File: src/inc/oct_pkg.sv
// Constants, register map and types of the overcurrent trip logic
package oct_pkg;

  // ****************************************************************
  // Timing
  // ****************************************************************
  localparam int unsigned CLK_NS     = 5;          // Clock period in ns
  localparam int unsigned MS_NS      = 1000000;    // One millisecond in ns
  localparam int unsigned CYC_PER_MS = MS_NS / CLK_NS;
  localparam logic [15:0] REL_LONG_MS  = 16'h00c8; // 200 ms contact release
  localparam logic [15:0] REL_SHORT_MS = 16'h0032; // 50 ms contact release
  localparam logic [15:0] RST_FULL_MS  = 16'h1f40; // 8000 ms unwind at M=10
  localparam logic [15:0] BLINK_MS     = 16'h00fa; // LED blink half period
  localparam logic [23:0] SCALE_DIV    = 24'h000064; // M/10 and tenth steps
  localparam logic [3:0]  STEPS        = 4'ha;     // Elapsed count end value

  // ****************************************************************
  // Sizes
  // ****************************************************************
  localparam int unsigned NPH   = 3;               // Phases of timed element
  localparam int unsigned NELEM = NPH + 1;         // Plus instantaneous
  localparam int unsigned NOUT  = 6;               // Programmable outputs
  localparam int unsigned NHIST = 5;               // Indication history
  localparam logic [3:0]  CURVE_MAX = 4'hb;        // 11 inverse + definite

  // ****************************************************************
  // Register map
  // ****************************************************************
  localparam logic [7:0] A_CTRL   = 8'h00;
  localparam logic [7:0] A_MULT   = 8'h04;
  localparam logic [7:0] A_INST   = 8'h08;
  localparam logic [7:0] A_MAP    = 8'h0c;
  localparam logic [7:0] A_OUTCFG = 8'h10;
  localparam logic [7:0] A_STATUS = 8'h14;
  localparam logic [7:0] A_IND    = 8'h18;
  localparam logic [7:0] A_HIST0  = 8'h20;
  localparam logic [7:0] HIST_STRIDE = 8'h04;
  localparam int unsigned FORCE_LSB = 8;           // OUTCFG force field
  localparam int unsigned ST_LAPSE  = 4;           // STATUS field positions
  localparam int unsigned ST_OUT    = 8;
  localparam int unsigned ST_HELD   = 14;

  // Reset characteristic, codes 01, 11 and 21 of the relay
  typedef enum logic [1:0] {
    RC_DEF200 = 2'b00,
    RC_INV    = 2'b01,
    RC_DEF50  = 2'b11
  } oct_rc_t;

  typedef struct packed {
    logic       ind_auto;   // 1: indicator auto reset, 0: self-hold
    oct_rc_t    rst_char;
    logic [3:0] curve;
    logic       lock_inst;  // Instantaneous setting at lock
    logic       lock_td;    // Time-delayed setting at lock
  } oct_cfg_t;

  localparam int unsigned CFG_W = $bits(oct_cfg_t);
  localparam oct_cfg_t    CFG_RST = '{1'b0, RC_DEF200, 4'h0, 1'b0, 1'b0};
  localparam logic [7:0]  MULT_RST = 8'h0a;
  localparam logic [15:0] INST_RST = 16'h0000;
  localparam logic [23:0] MAP_RST  = 24'hffffff;

endpackage

File: src/verilog/oct_relay.sv
// Overcurrent trip timing, indication and programmable outputs
//
// Local design decisions: the register offsets and the strobed register port.
`timescale 1ns/100ps
module oct_relay #(
  parameter int unsigned CYC_PER_MS = oct_pkg::CYC_PER_MS
) (
  input  wire logic        I_CLK,
  input  wire logic        I_RST,
  input  wire logic        I_CE,
  input  wire logic [7:0]  I_ADDR,
  input  wire logic [31:0] I_WDATA,
  input  wire logic        I_WR,
  input  wire logic        I_RD,
  output logic      [31:0] O_RDATA,
  input  wire logic [2:0]  I_PH_OVER,
  input  wire logic        I_INST_OVER,
  input  wire logic [15:0] I_BASE_MS,
  input  wire logic        I_IND_RST,
  output logic      [3:0]  O_CURVE_SEL,
  output logic      [3:0]  O_ELEM,
  output logic      [3:0]  O_LAPSE,
  output logic      [5:0]  O_OUT,
  output logic      [5:0]  O_LED_OUT,
  output logic             O_LED_TD,
  output logic             O_LED_INST
);

  localparam int unsigned PRE_W = $clog2(CYC_PER_MS);
  localparam int unsigned NPH   = oct_pkg::NPH;
  localparam int unsigned NEL   = oct_pkg::NELEM;
  localparam int unsigned NOUT  = oct_pkg::NOUT;

  // ****************************************************************
  // Functions
  // ****************************************************************

  // Scale a time by M/10 and split into tenths, never below 1 ms
  function automatic logic [15:0] scale_ms(input logic [15:0] base,
                                           input logic [7:0]  m);
    logic [23:0] prod;
    prod = (24'(base) * 24'(m)) / oct_pkg::SCALE_DIV;
    if (prod[23:16] != 8'h00) begin
      scale_ms = 16'hffff;
    end else if (prod[15:0] == 16'h0000) begin
      scale_ms = 16'h0001;
    end else begin
      scale_ms = prod[15:0];
    end
  endfunction

  // Largest elapsed count over the phases
  function automatic logic [3:0] max_cnt(input logic [NPH-1:0][3:0] c);
    max_cnt = 4'h0;
    for (int p = 0; p < NPH; p++) begin
      if (c[p] > max_cnt) begin
        max_cnt = c[p];
      end
    end
  endfunction

  // ****************************************************************
  // Registers and state
  // ****************************************************************
  oct_pkg::oct_cfg_t         cfg;
  logic [7:0]                mult;
  logic [15:0]               inst_ms;
  logic [NOUT-1:0][NEL-1:0]  omap;
  logic [NOUT-1:0]           hold_en;
  logic [NOUT-1:0]           force_on;
  logic [NEL-1:0]            held;
  logic [NEL-1:0]            hist [oct_pkg::NHIST];
  logic [PRE_W-1:0]          pre;
  logic                      tick;
  logic [NPH-1:0][3:0]       cnt;
  logic [NPH-1:0][15:0]      acc;
  logic [NPH-1:0][15:0]      rel;
  logic [NPH-1:0]            td_op;
  logic [15:0]               inst_acc;
  logic                      inst_op;
  logic [NEL-1:0]            elem_q;
  logic [NOUT-1:0]           latch;
  logic                      sw_s1;
  logic                      sw_s2;
  logic                      sw_q;
  logic [15:0]               blink_acc;
  logic                      blink;
  logic [NEL-1:0]            elem;
  logic                      press;
  logic                      event_new;
  logic [15:0]               step_ms;
  logic [15:0]               ustep_ms;
  logic [15:0]               rel_ms;
  logic [NOUT-1:0]           next_out;
  logic [31:0]               rd_mux;
  oct_pkg::oct_cfg_t         wr_cfg;

  // ****************************************************************
  // Combinational helpers
  // ****************************************************************

  // Element operation vector, instantaneous on top
  assign elem      = {inst_op, td_op};
  assign event_new = |(elem & ~elem_q);
  assign press     = sw_s2 & ~sw_q;
  assign wr_cfg    = oct_pkg::oct_cfg_t'(I_WDATA[oct_pkg::CFG_W-1:0]);

  // Tenth of the operating time and of the unwind time
  assign step_ms  = scale_ms(I_BASE_MS, mult);
  assign ustep_ms = scale_ms(oct_pkg::RST_FULL_MS, mult);

  // Contact release delay per reset characteristic
  assign rel_ms = (cfg.rst_char == oct_pkg::RC_DEF50) ?
                  oct_pkg::REL_SHORT_MS :
                  oct_pkg::REL_LONG_MS;

  // Output OR logic, self-hold latch and forcing
  always_comb begin
    for (int k = 0; k < NOUT; k++) begin
      next_out[k] = |(omap[k] & elem);
    end
    next_out = next_out | latch | force_on;
  end

  // ****************************************************************
  // Millisecond tick and blink phase
  // ****************************************************************

  // Prescaler from the system clock
  always_ff @(posedge I_CLK) begin
    if (I_RST) begin
      pre  <= '0;
      tick <= 1'b0;
    end else if (I_CE) begin
      if (pre == PRE_W'(CYC_PER_MS - 1)) begin
        pre  <= '0;
        tick <= 1'b1;
      end else begin
        pre  <= pre + PRE_W'(1);
        tick <= 1'b0;
      end
    end
  end

  // Blink phase for the starting indication
  always_ff @(posedge I_CLK) begin
    if (I_RST) begin
      blink_acc <= '0;
      blink     <= 1'b0;
    end else if (I_CE && tick) begin
      if (blink_acc + 16'h0001 >= oct_pkg::BLINK_MS) begin
        blink_acc <= '0;
        blink     <= ~blink;
      end else begin
        blink_acc <= blink_acc + 16'h0001;
      end
    end
  end

  // Indicator reset switch, two stage synchroniser and edge
  always_ff @(posedge I_CLK) begin
    if (I_RST) begin
      sw_s1 <= 1'b0;
      sw_s2 <= 1'b0;
      sw_q  <= 1'b0;
    end else if (I_CE) begin
      sw_s1 <= I_IND_RST;
      sw_s2 <= sw_s1;
      sw_q  <= sw_s2;
    end
  end

  // ****************************************************************
  // Time-delayed element, one timer per phase
  // ****************************************************************
  always_ff @(posedge I_CLK) begin
    if (I_RST) begin
      cnt   <= '0;
      acc   <= '0;
      rel   <= '0;
      td_op <= '0;
    end else if (I_CE) begin
      for (int p = 0; p < NPH; p++) begin
        if (cfg.lock_td) begin
          cnt[p]   <= '0;
          acc[p]   <= '0;
          rel[p]   <= '0;
          td_op[p] <= 1'b0;
        end else if (I_PH_OVER[p]) begin
          // Above setting: count tenths of the operating time
          rel[p] <= '0;
          // A timer still at full after an inverse unwind trips again at once
          if (cnt[p] == oct_pkg::STEPS) begin
            td_op[p] <= 1'b1;
          end
          if (tick && cnt[p] != oct_pkg::STEPS) begin
            if (acc[p] + 16'h0001 >= step_ms) begin
              acc[p] <= '0;
              cnt[p] <= cnt[p] + 4'h1;
              if (cnt[p] + 4'h1 == oct_pkg::STEPS) begin
                td_op[p] <= 1'b1;
              end
            end else begin
              acc[p] <= acc[p] + 16'h0001;
            end
          end
        end else begin
          // Below setting: timer reset per characteristic
          if (cfg.rst_char == oct_pkg::RC_INV) begin
            if (tick && cnt[p] != 4'h0) begin
              if (acc[p] + 16'h0001 >= ustep_ms) begin
                acc[p] <= '0;
                cnt[p] <= cnt[p] - 4'h1;
              end else begin
                acc[p] <= acc[p] + 16'h0001;
              end
            end
          end else begin
            cnt[p] <= '0;
            acc[p] <= '0;
          end
          // Contact drops a fixed time after the current falls
          if (td_op[p] && tick) begin
            if (rel[p] + 16'h0001 >= rel_ms) begin
              rel[p]   <= '0;
              td_op[p] <= 1'b0;
            end else begin
              rel[p] <= rel[p] + 16'h0001;
            end
          end
        end
      end
    end
  end

  // ****************************************************************
  // Instantaneous element
  // ****************************************************************
  always_ff @(posedge I_CLK) begin
    if (I_RST) begin
      inst_acc <= '0;
      inst_op  <= 1'b0;
    end else if (I_CE) begin
      if (cfg.lock_inst || !I_INST_OVER) begin
        inst_acc <= '0;
        inst_op  <= 1'b0;
      end else if (inst_acc >= inst_ms) begin
        inst_op <= 1'b1;
      end else if (tick) begin
        inst_acc <= inst_acc + 16'h0001;
      end
    end
  end

  // ****************************************************************
  // Indication hold and history
  // ****************************************************************

  // Held indication; a new operation wins over the reset switch
  always_ff @(posedge I_CLK) begin
    if (I_RST) begin
      held <= '0;
    end else if (I_CE) begin
      if (I_WR && I_ADDR == oct_pkg::A_IND) begin
        held <= I_WDATA[NEL-1:0];
      end else begin
        held <= (press ? '0 : held) |
                (cfg.ind_auto ? '0 : elem);
      end
    end
  end

  // Five deep history, newest in slot 0
  always_ff @(posedge I_CLK) begin
    if (I_RST) begin
      elem_q <= '0;
      for (int h = 0; h < oct_pkg::NHIST; h++) begin
        hist[h] <= '0;
      end
    end else if (I_CE) begin
      elem_q <= elem;
      if (event_new) begin
        hist[0] <= elem;
        for (int h = 1; h < oct_pkg::NHIST; h++) begin
          hist[h] <= hist[h-1];
        end
      end
    end
  end

  // ****************************************************************
  // Programmable outputs and lamps
  // ****************************************************************

  // Self-hold latch; operation wins over the reset switch
  always_ff @(posedge I_CLK) begin
    if (I_RST) begin
      latch <= '0;
    end else if (I_CE) begin
      for (int k = 0; k < NOUT; k++) begin
        latch[k] <= (latch[k] & ~press) |
                    (hold_en[k] & |(omap[k] & elem));
      end
    end
  end

  // Registered outputs and lamps
  always_ff @(posedge I_CLK) begin
    if (I_RST) begin
      O_OUT       <= '0;
      O_LED_OUT   <= '0;
      O_LED_TD    <= 1'b0;
      O_LED_INST  <= 1'b0;
      O_ELEM      <= '0;
      O_LAPSE     <= '0;
      O_CURVE_SEL <= '0;
    end else if (I_CE) begin
      O_OUT     <= next_out;
      O_LED_OUT <= (|force_on) ? next_out : '0;
      if (|td_op || |held[NPH-1:0]) begin
        O_LED_TD <= 1'b1;
      end else begin
        O_LED_TD <= blink & ~cfg.lock_td & (|I_PH_OVER);
      end
      O_LED_INST  <= inst_op | held[NPH];
      O_ELEM      <= elem;
      O_LAPSE     <= max_cnt(cnt);
      O_CURVE_SEL <= cfg.curve;
    end
  end

  // ****************************************************************
  // Register port
  // ****************************************************************

  // Software writes; illegal curve or reset codes are ignored
  always_ff @(posedge I_CLK) begin
    if (I_RST) begin
      cfg      <= oct_pkg::CFG_RST;
      mult     <= oct_pkg::MULT_RST;
      inst_ms  <= oct_pkg::INST_RST;
      omap     <= oct_pkg::MAP_RST;
      hold_en  <= '0;
      force_on <= '0;
    end else if (I_CE && I_WR) begin
      unique case (I_ADDR)
        oct_pkg::A_CTRL: begin
          cfg.lock_td   <= wr_cfg.lock_td;
          cfg.lock_inst <= wr_cfg.lock_inst;
          cfg.ind_auto  <= wr_cfg.ind_auto;
          if (wr_cfg.curve <= oct_pkg::CURVE_MAX) begin
            cfg.curve <= wr_cfg.curve;
          end
          if (wr_cfg.rst_char inside {oct_pkg::RC_DEF200, oct_pkg::RC_INV,
                                      oct_pkg::RC_DEF50}) begin
            cfg.rst_char <= wr_cfg.rst_char;
          end
        end
        oct_pkg::A_MULT:   mult    <= I_WDATA[7:0];
        oct_pkg::A_INST:   inst_ms <= I_WDATA[15:0];
        oct_pkg::A_MAP:    omap    <= I_WDATA[NOUT*NEL-1:0];
        oct_pkg::A_OUTCFG: begin
          hold_en  <= I_WDATA[NOUT-1:0];
          force_on <= I_WDATA[oct_pkg::FORCE_LSB +: NOUT];
        end
        default: ;
      endcase
    end
  end

  // Read selection; unmapped addresses read zero
  always_comb begin
    rd_mux = '0;
    unique case (I_ADDR)
      oct_pkg::A_CTRL:   rd_mux[oct_pkg::CFG_W-1:0] = cfg;
      oct_pkg::A_MULT:   rd_mux[7:0] = mult;
      oct_pkg::A_INST:   rd_mux[15:0] = inst_ms;
      oct_pkg::A_MAP:    rd_mux[NOUT*NEL-1:0] = omap;
      oct_pkg::A_OUTCFG: begin
        rd_mux[NOUT-1:0] = hold_en;
        rd_mux[oct_pkg::FORCE_LSB +: NOUT] = force_on;
      end
      oct_pkg::A_STATUS: begin
        rd_mux[NEL-1:0] = elem;
        rd_mux[oct_pkg::ST_LAPSE +: 4] = max_cnt(cnt);
        rd_mux[oct_pkg::ST_OUT +: NOUT] = O_OUT;
        rd_mux[oct_pkg::ST_HELD +: NEL] = held;
      end
      oct_pkg::A_IND:    rd_mux[NEL-1:0] = held;
      default: begin
        for (int h = 0; h < oct_pkg::NHIST; h++) begin
          if (I_ADDR == oct_pkg::A_HIST0 + 8'(h) * oct_pkg::HIST_STRIDE) begin
            rd_mux[NEL-1:0] = hist[h];
          end
        end
      end
    endcase
  end

  // Read data stand only in the cycle after the strobe
  always_ff @(posedge I_CLK) begin
    if (I_RST) begin
      O_RDATA <= '0;
    end else if (I_CE) begin
      O_RDATA <= I_RD ? rd_mux : '0;
    end
  end

endmodule

File: config.mk
export PLATFORM = sky130hd
export DESIGN_NAME = oct_relay
export DESIGN_NICKNAME = d
export VERILOG_FILES = /design/src/inc/oct_pkg.sv /design/src/verilog/oct_relay.sv
export SDC_FILE = /design/constraint.sdc
export NUM_CORES = 1
export LEC_CHECK = 0
export BUFFER_PORTS_ARGS = -buffer_cell sky130_fd_sc_hd__buf_2
export CAP_MARGIN = 25
export CELL_PAD_IN_SITES_DETAIL_PLACEMENT = 2
export CELL_PAD_IN_SITES_GLOBAL_PLACEMENT = 2
export CORE_ASPECT_RATIO = 0.6
export CORE_MARGIN = 1
export CORE_UTILIZATION = 30
export DETAILED_ROUTE_END_ITERATION = 7
export GPL_TIMING_DRIVEN = 0
export PLACE_DENSITY = 0.67
export SLEW_MARGIN = 20
export SYNTH_ARGS = -nofsm -noshare
export SYNTH_HDL_FRONTEND = slang
export SYNTH_SLANG_ARGS = --single-unit
File: constraint.sdc
create_clock -name I_CLK -period 45.2 [get_ports I_CLK]
set_input_delay 6.78 -clock I_CLK [delete_from_list [all_inputs] [get_ports I_CLK]]
set_output_delay 6.78 -clock I_CLK [all_outputs]
set_load 0.005 [all_outputs]
Word-level counts from Yosys, hierarchy flattened
Memory sizes are Yosys's and may differ from the RTL's.
Cells that the tools add are included.

cells by class
  $add $sub $neg = 15
  multipliers = 2
  divide/modulo/power cells = 2
  $lt $le $gt $ge = 17
  eq/ne operators = 38
  muxes and demuxes = 132
  bitwise logic cells = 42
  reduce and logical (&&, ||, !) cells = 66

operators by type and width
  cell                   number
  $mux 16                41
  $mux 4                 45
  $add 16x1->16 const B  8
  $ge 16x16->1           7
  $ge 16x8->1            3
  $eq 8x6->1 const B     5
  $mux 1                 34
  $logic_not 16->1       2
  $and 4x4->4            7
  $pmux 4 s7             1
  $reduce_or 4->1        7
  $reduce_and 3->1       9
  $div 21x7->24 const B  1
  $div 24x7->24 const B  1
  $eq 4x4->1 const B     6
  $eq 8x5->1 const B     3
  $mul 16x8->24          1
  $mux 24                1
  $reduce_bool 3->1      7
  $ne 4x4->1 const B     5
  $pmux 5 s4             1
  $reduce_and 2->1       10
  $add 18x1->18 const B  1
  $eq 18x18->1 const B   1
  other kinds (39)       107

storage, ports and cells
  bits in registers = 304
  bits in writable memories = 20
  memories = 1

memory list
  name  depth  bits a word  read ports  clocked after Yosys merged registers in  write ports  line             source
  hist  5      4            5           0                                        5            oct_relay.sv:72  logic [NEL-1:0] hist [oct_pkg::NHIST];

Logic depth before layout (Yosys ltp)
  word-level depth = 11
  mapped depth = 97
  gate-level depth less buffers = 92

Least setup slack after synthesis
OpenSTA, ideal clock, no wires.

  path type = input port to flip-flop
  from = input I_BASE_MS[13]
  to = register acc[39] in the netlist's numbering
  data arrival time = 22.401 ns
  required time = 45.143 ns
  path slack = 22.742 ns
  stages on the path = 64
  path buffers = 5
  path through = buf_1 -> nand2_1 -> fa_1 -> inv_1 -> fa_1 -> fa_1 -> inv_1 -> fa_1 -> inv_1 -> ha_1 -> clkbuf_1 -> a21oi_1 -> o21ai_1 -> or2_2 -> and4b_1 -> o21ai_0 -> nand2_1 -> clkbuf_1 -> (+28 left out) -> a211oi_2 -> or3_4 -> o32a_1 -> o21a_1 -> o21ai_1 -> o22ai_1 -> a211oi_1 -> mux2_2 -> ha_1 -> nand2b_1 -> a21oi_1 -> nand2b_1 -> o211ai_1 -> a2111oi_4 -> o2111ai_2 -> buf_2 -> nor3b_1 -> a21o_1

between the ends
  word-level cells in the longest chain between the ends = 10
  elaborated cells on any way between the ends = 11

ends and longest elaborated chain
  element                        line              source
  start, declared                oct_relay.sv:18   input wire logic [15:0] I_BASE_MS,
  $mul 16x8->24 (*)              oct_relay.sv:42   prod = (24'(base) * 24'(m)) / oct_pkg::SCALE_DIV;
  $div 24x7->24 (*)              oct_relay.sv:42
  $logic_not 16->1               oct_relay.sv:45   end else if (prod[15:0] == 16'h0000) begin
  $mux 16                        oct_relay.sv:45
  $mux 16 (*)                    oct_relay.sv:43   if (prod[23:16] != 8'h00) begin
  $ge 16x16->1 (*)               oct_relay.sv:197  if (acc[p] + 16'h0001 >= step_ms) begin
  $mux 16 (*)                    oct_relay.sv:197
  $mux 16 (*)                    oct_relay.sv:196  if (tick && cnt[p] != oct_pkg::STEPS) begin
  $mux 16 (*)                    oct_relay.sv:189  end else if (I_PH_OVER[p]) begin
  $mux 16 (*)                    oct_relay.sv:184  if (cfg.lock_td) begin
  end signal, assigned by index  oct_relay.sv:204  acc[p] <= acc[p] + 16'h0001;
  end signal, assigned by index  oct_relay.sv:215  acc[p] <= acc[p] + 16'h0001;
  end, declared                  oct_relay.sv:76   logic [NPH-1:0][15:0] acc;

Every way passes the cells marked *; elsewhere a longest branch is shown, timed or not. The select of a mux whose other input is x is not followed.
A chain may end at the register's enable or synchronous reset.

Final worst setup path
  from = input I_BASE_MS[12]
  to = register acc[17] in the netlist's numbering

The elaborated chain is that of the path after synthesis.

==> reports/results.ini <==
[layout]
drive_above_1_share=0.101
nets=4895
fillerInstances=13100
area_growth_pct=10.7

[detailed_routing]
viasPerCell=5.72
wl_per_cell_um=24.0
drc_errors=0
drt-total-wl_um=144000
final_antenna_net_count=0
firstDrtPassIters=5
drt-initial-drc-count=2438
vias=34400

[yosys]
synth_area_um2=34000
ys_async_sr_fraction=0
synth_edf_count=20
yosysSeqAreaShare=0.192
ys_top_cells_by_area=dfxtp_1 (17%), ha_1 (9.0%), fa_1 (6.3%)
avgSynthCellArea_um2=7.85
syn_inst=4323
yosysWarnings=0
ys_types=156
synth-seq-cells=316
synth_flop_cell=dfxtp_1
synth_common_cells=nand2_1 (438), nor2_1 (412), dfxtp_1 (296), a21oi_1 (264), ha_1 (243)
yosys.area.top_type_share=0.175
synth_most_common_cell=nand2_1
post-synth-top-area-cell=dfxtp_1

[die]
fp.dieArea_um2=115000
initial_core_util=0.303
die_w_um=436
core.rowCount=95
die_y_um=263
io_pins=124
coreArea_um2=112000

[timing]
worst_slew_pin_slew_ns=1.13
fin_crit_ns=27.04
rsz0062_at_grt=no
worst_clock_skew_ns=0.0148
finalSetupTns_ns=0
hold_viol_final=0
fmax_ghz=0.0370
maxSlewViolCount=0
fin_ws_ns=18.16
relSlewSlack=0.249
period_share=0.598
setup_viol=0

[critical_path]
slowest_delay_ns=0.93
cp-end-kind=flop
required_ns=45.74
crit_arrival_ns=27.58
cp-start-kind=primary input
path_max_fanout=10
cp_slowest_cell=a211oi_1
crit_top_cell=o21ai_1
critPathKind=in2reg

[placement]
port_buffers=103
pre_cts_ws_ns=18.12
gp_congestion=0.895
hpwl_um=118000

[run_status]
status=finished clean

[clocking]
clkSinkCount=316
clock_latency_ns=0.60
post_cts_buffers=0
root_buffer=clkbuf_16
cts.path.max_buffers=3
clk_pin_slew_ns=0.08
cts_hold_buf=0
ctsHtreeMaxLevel=1
cts_tree=built
numCtsBuffers=29
post_cts_resize_count=0

[grt]
grt_use_total=0.246
grt_pass1_vias=34800
grt_antenna_before_repair=2
grt_max_degree=21
globalRouteOverflowTotal=0
grt_pass1_wl_um=222000

[flow_run]
max-cap-violations=0

[hold_path]
worst_hold_path_type=reg2reg

-- layer usage --
metal | wire, um | global-route usage
met5 | 0 | 0
met4 | 1050 | 0.0197
met3 | 8450 | 0.0380
met2 | 51900 | 0.312
met1 | 82900 | 0.424
-- final timing paths --
kind | slack, ns | end | cells past startpoint | start
worst max-delay path | 18.16 | acc[17] | 68 | I_BASE_MS[12]
worst min register to register | 0.45 | acc[37] | 2 | acc[37]
worst min-delay path | 0.45 | acc[37] | 2 | acc[37]
worst max register to register | 21.00 | acc[17] | 92 | mult[1]
-- registers in the layout, indices dropped and copies added, names as in the netlist, 8 cells and up --
| name | flops |
|---|---|
| O_RDATA | 24 |
| acc | 48 |
| blink_acc | 16 |
| cfg | 9 |
| cnt | 12 |
| hist | 20 |
| inst_acc | 16 |
| inst_ms | 16 |
| mult | 8 |
| omap | 24 |
| pre | 18 |
| rel | 48 |
-- final cells by class --
class / count / area, um^2 / share of cell area
Clock buffer: 43 / 860 / 0.0229
Inverter: 214 / 808 / 0.0215
Timing Repair Buffer: 119 / 678 / 0.0181
Sequential cell: 316 / 6530 / 0.174
Multi-Input combinational cell: 3610 / 25800 / 0.687
Clock inverter: 10 / 138 / 0.00366
Buffer: 190 / 851 / 0.0226
Antenna cell: 1 / 2.50 / 0.0000666
Tap cell: 1503 / 1880 / 0.0501
-- stage by stage --
| stage | std cells | hold WS [ns] | cell area [um^2] | util |
|---|---|---|---|---|
| global placement | 5936 | 0.428 | 36400 | 0.324 |
| detailed placement | 5947 | 0.439 | 36500 | 0.326 |
| floorplan | 4330 | 0.416 | 34000 | - |
| CTS | 6000 | 0.452 | 37500 | 0.335 |
| finish | 6006 | 0.452 | 37600 | 0.335 |
| global route | 6005 | 0.487 | 37600 | 0.335 |
-- cell usage in the layout (no fill, tap or decap), drive strengths merged, types with 18 or more instances in the layout --
cell | synthesis | layout
a211oi | 57 | 57
a21boi | 18 | 18
a21o | 58 | 58
a21oi | 277 | 277
a221oi | 21 | 21
a22oi | 64 | 64
a31oi | 59 | 59
and2 | 164 | 164
and3 | 71 | 71
buf | 69 | 187
clkbuf | 121 | 165
dfxtp | 296 | 296
edfxtp | 20 | 20
fa | 106 | 106
ha | 243 | 243
inv | 212 | 213
mux2 | 26 | 26
mux2i | 84 | 84
nand2 | 440 | 440
nand2b | 74 | 74
nand3 | 149 | 149
nand3b | 18 | 18
nand4 | 45 | 45
nor2 | 418 | 418
nor2b | 47 | 47
nor3 | 130 | 130
nor4 | 65 | 65
o2111ai | 22 | 22
o211ai | 49 | 49
o21a | 37 | 37
o21ai | 218 | 218
o21bai | 20 | 20
o22ai | 18 | 18
o31ai | 21 | 21
or2 | 29 | 29
or3 | 35 | 35
xnor2 | 136 | 136
xor2 | 91 | 91
-- cell families after synthesis --
logic type,Yosys count,synth area share
other,1,0.000110
multiplexers,110,0.0346
AND/OR/NAND/NOR,1752,0.261
XOR/XNOR,228,0.0617
buffers and inverters,404,0.0488
flip-flops,316,0.192
AO/OA/AOI/OAI,1160,0.249
adder cells (fa/ha/maj),352,0.153
-- worst max-delay path: cells and delay by family --
family,cells,cell delay [ns]
AOI/OAI and AO/OA,29,9.69
and+or+nand+nor,20,5.27
adders and majority gates,6,2.69
buffers and inverters,10,1.75
muxes,3,1.32
Power is left out: the tool's default activity adds up to more than one toggle a clock period on the data nets, which glitch-free logic cannot reach.
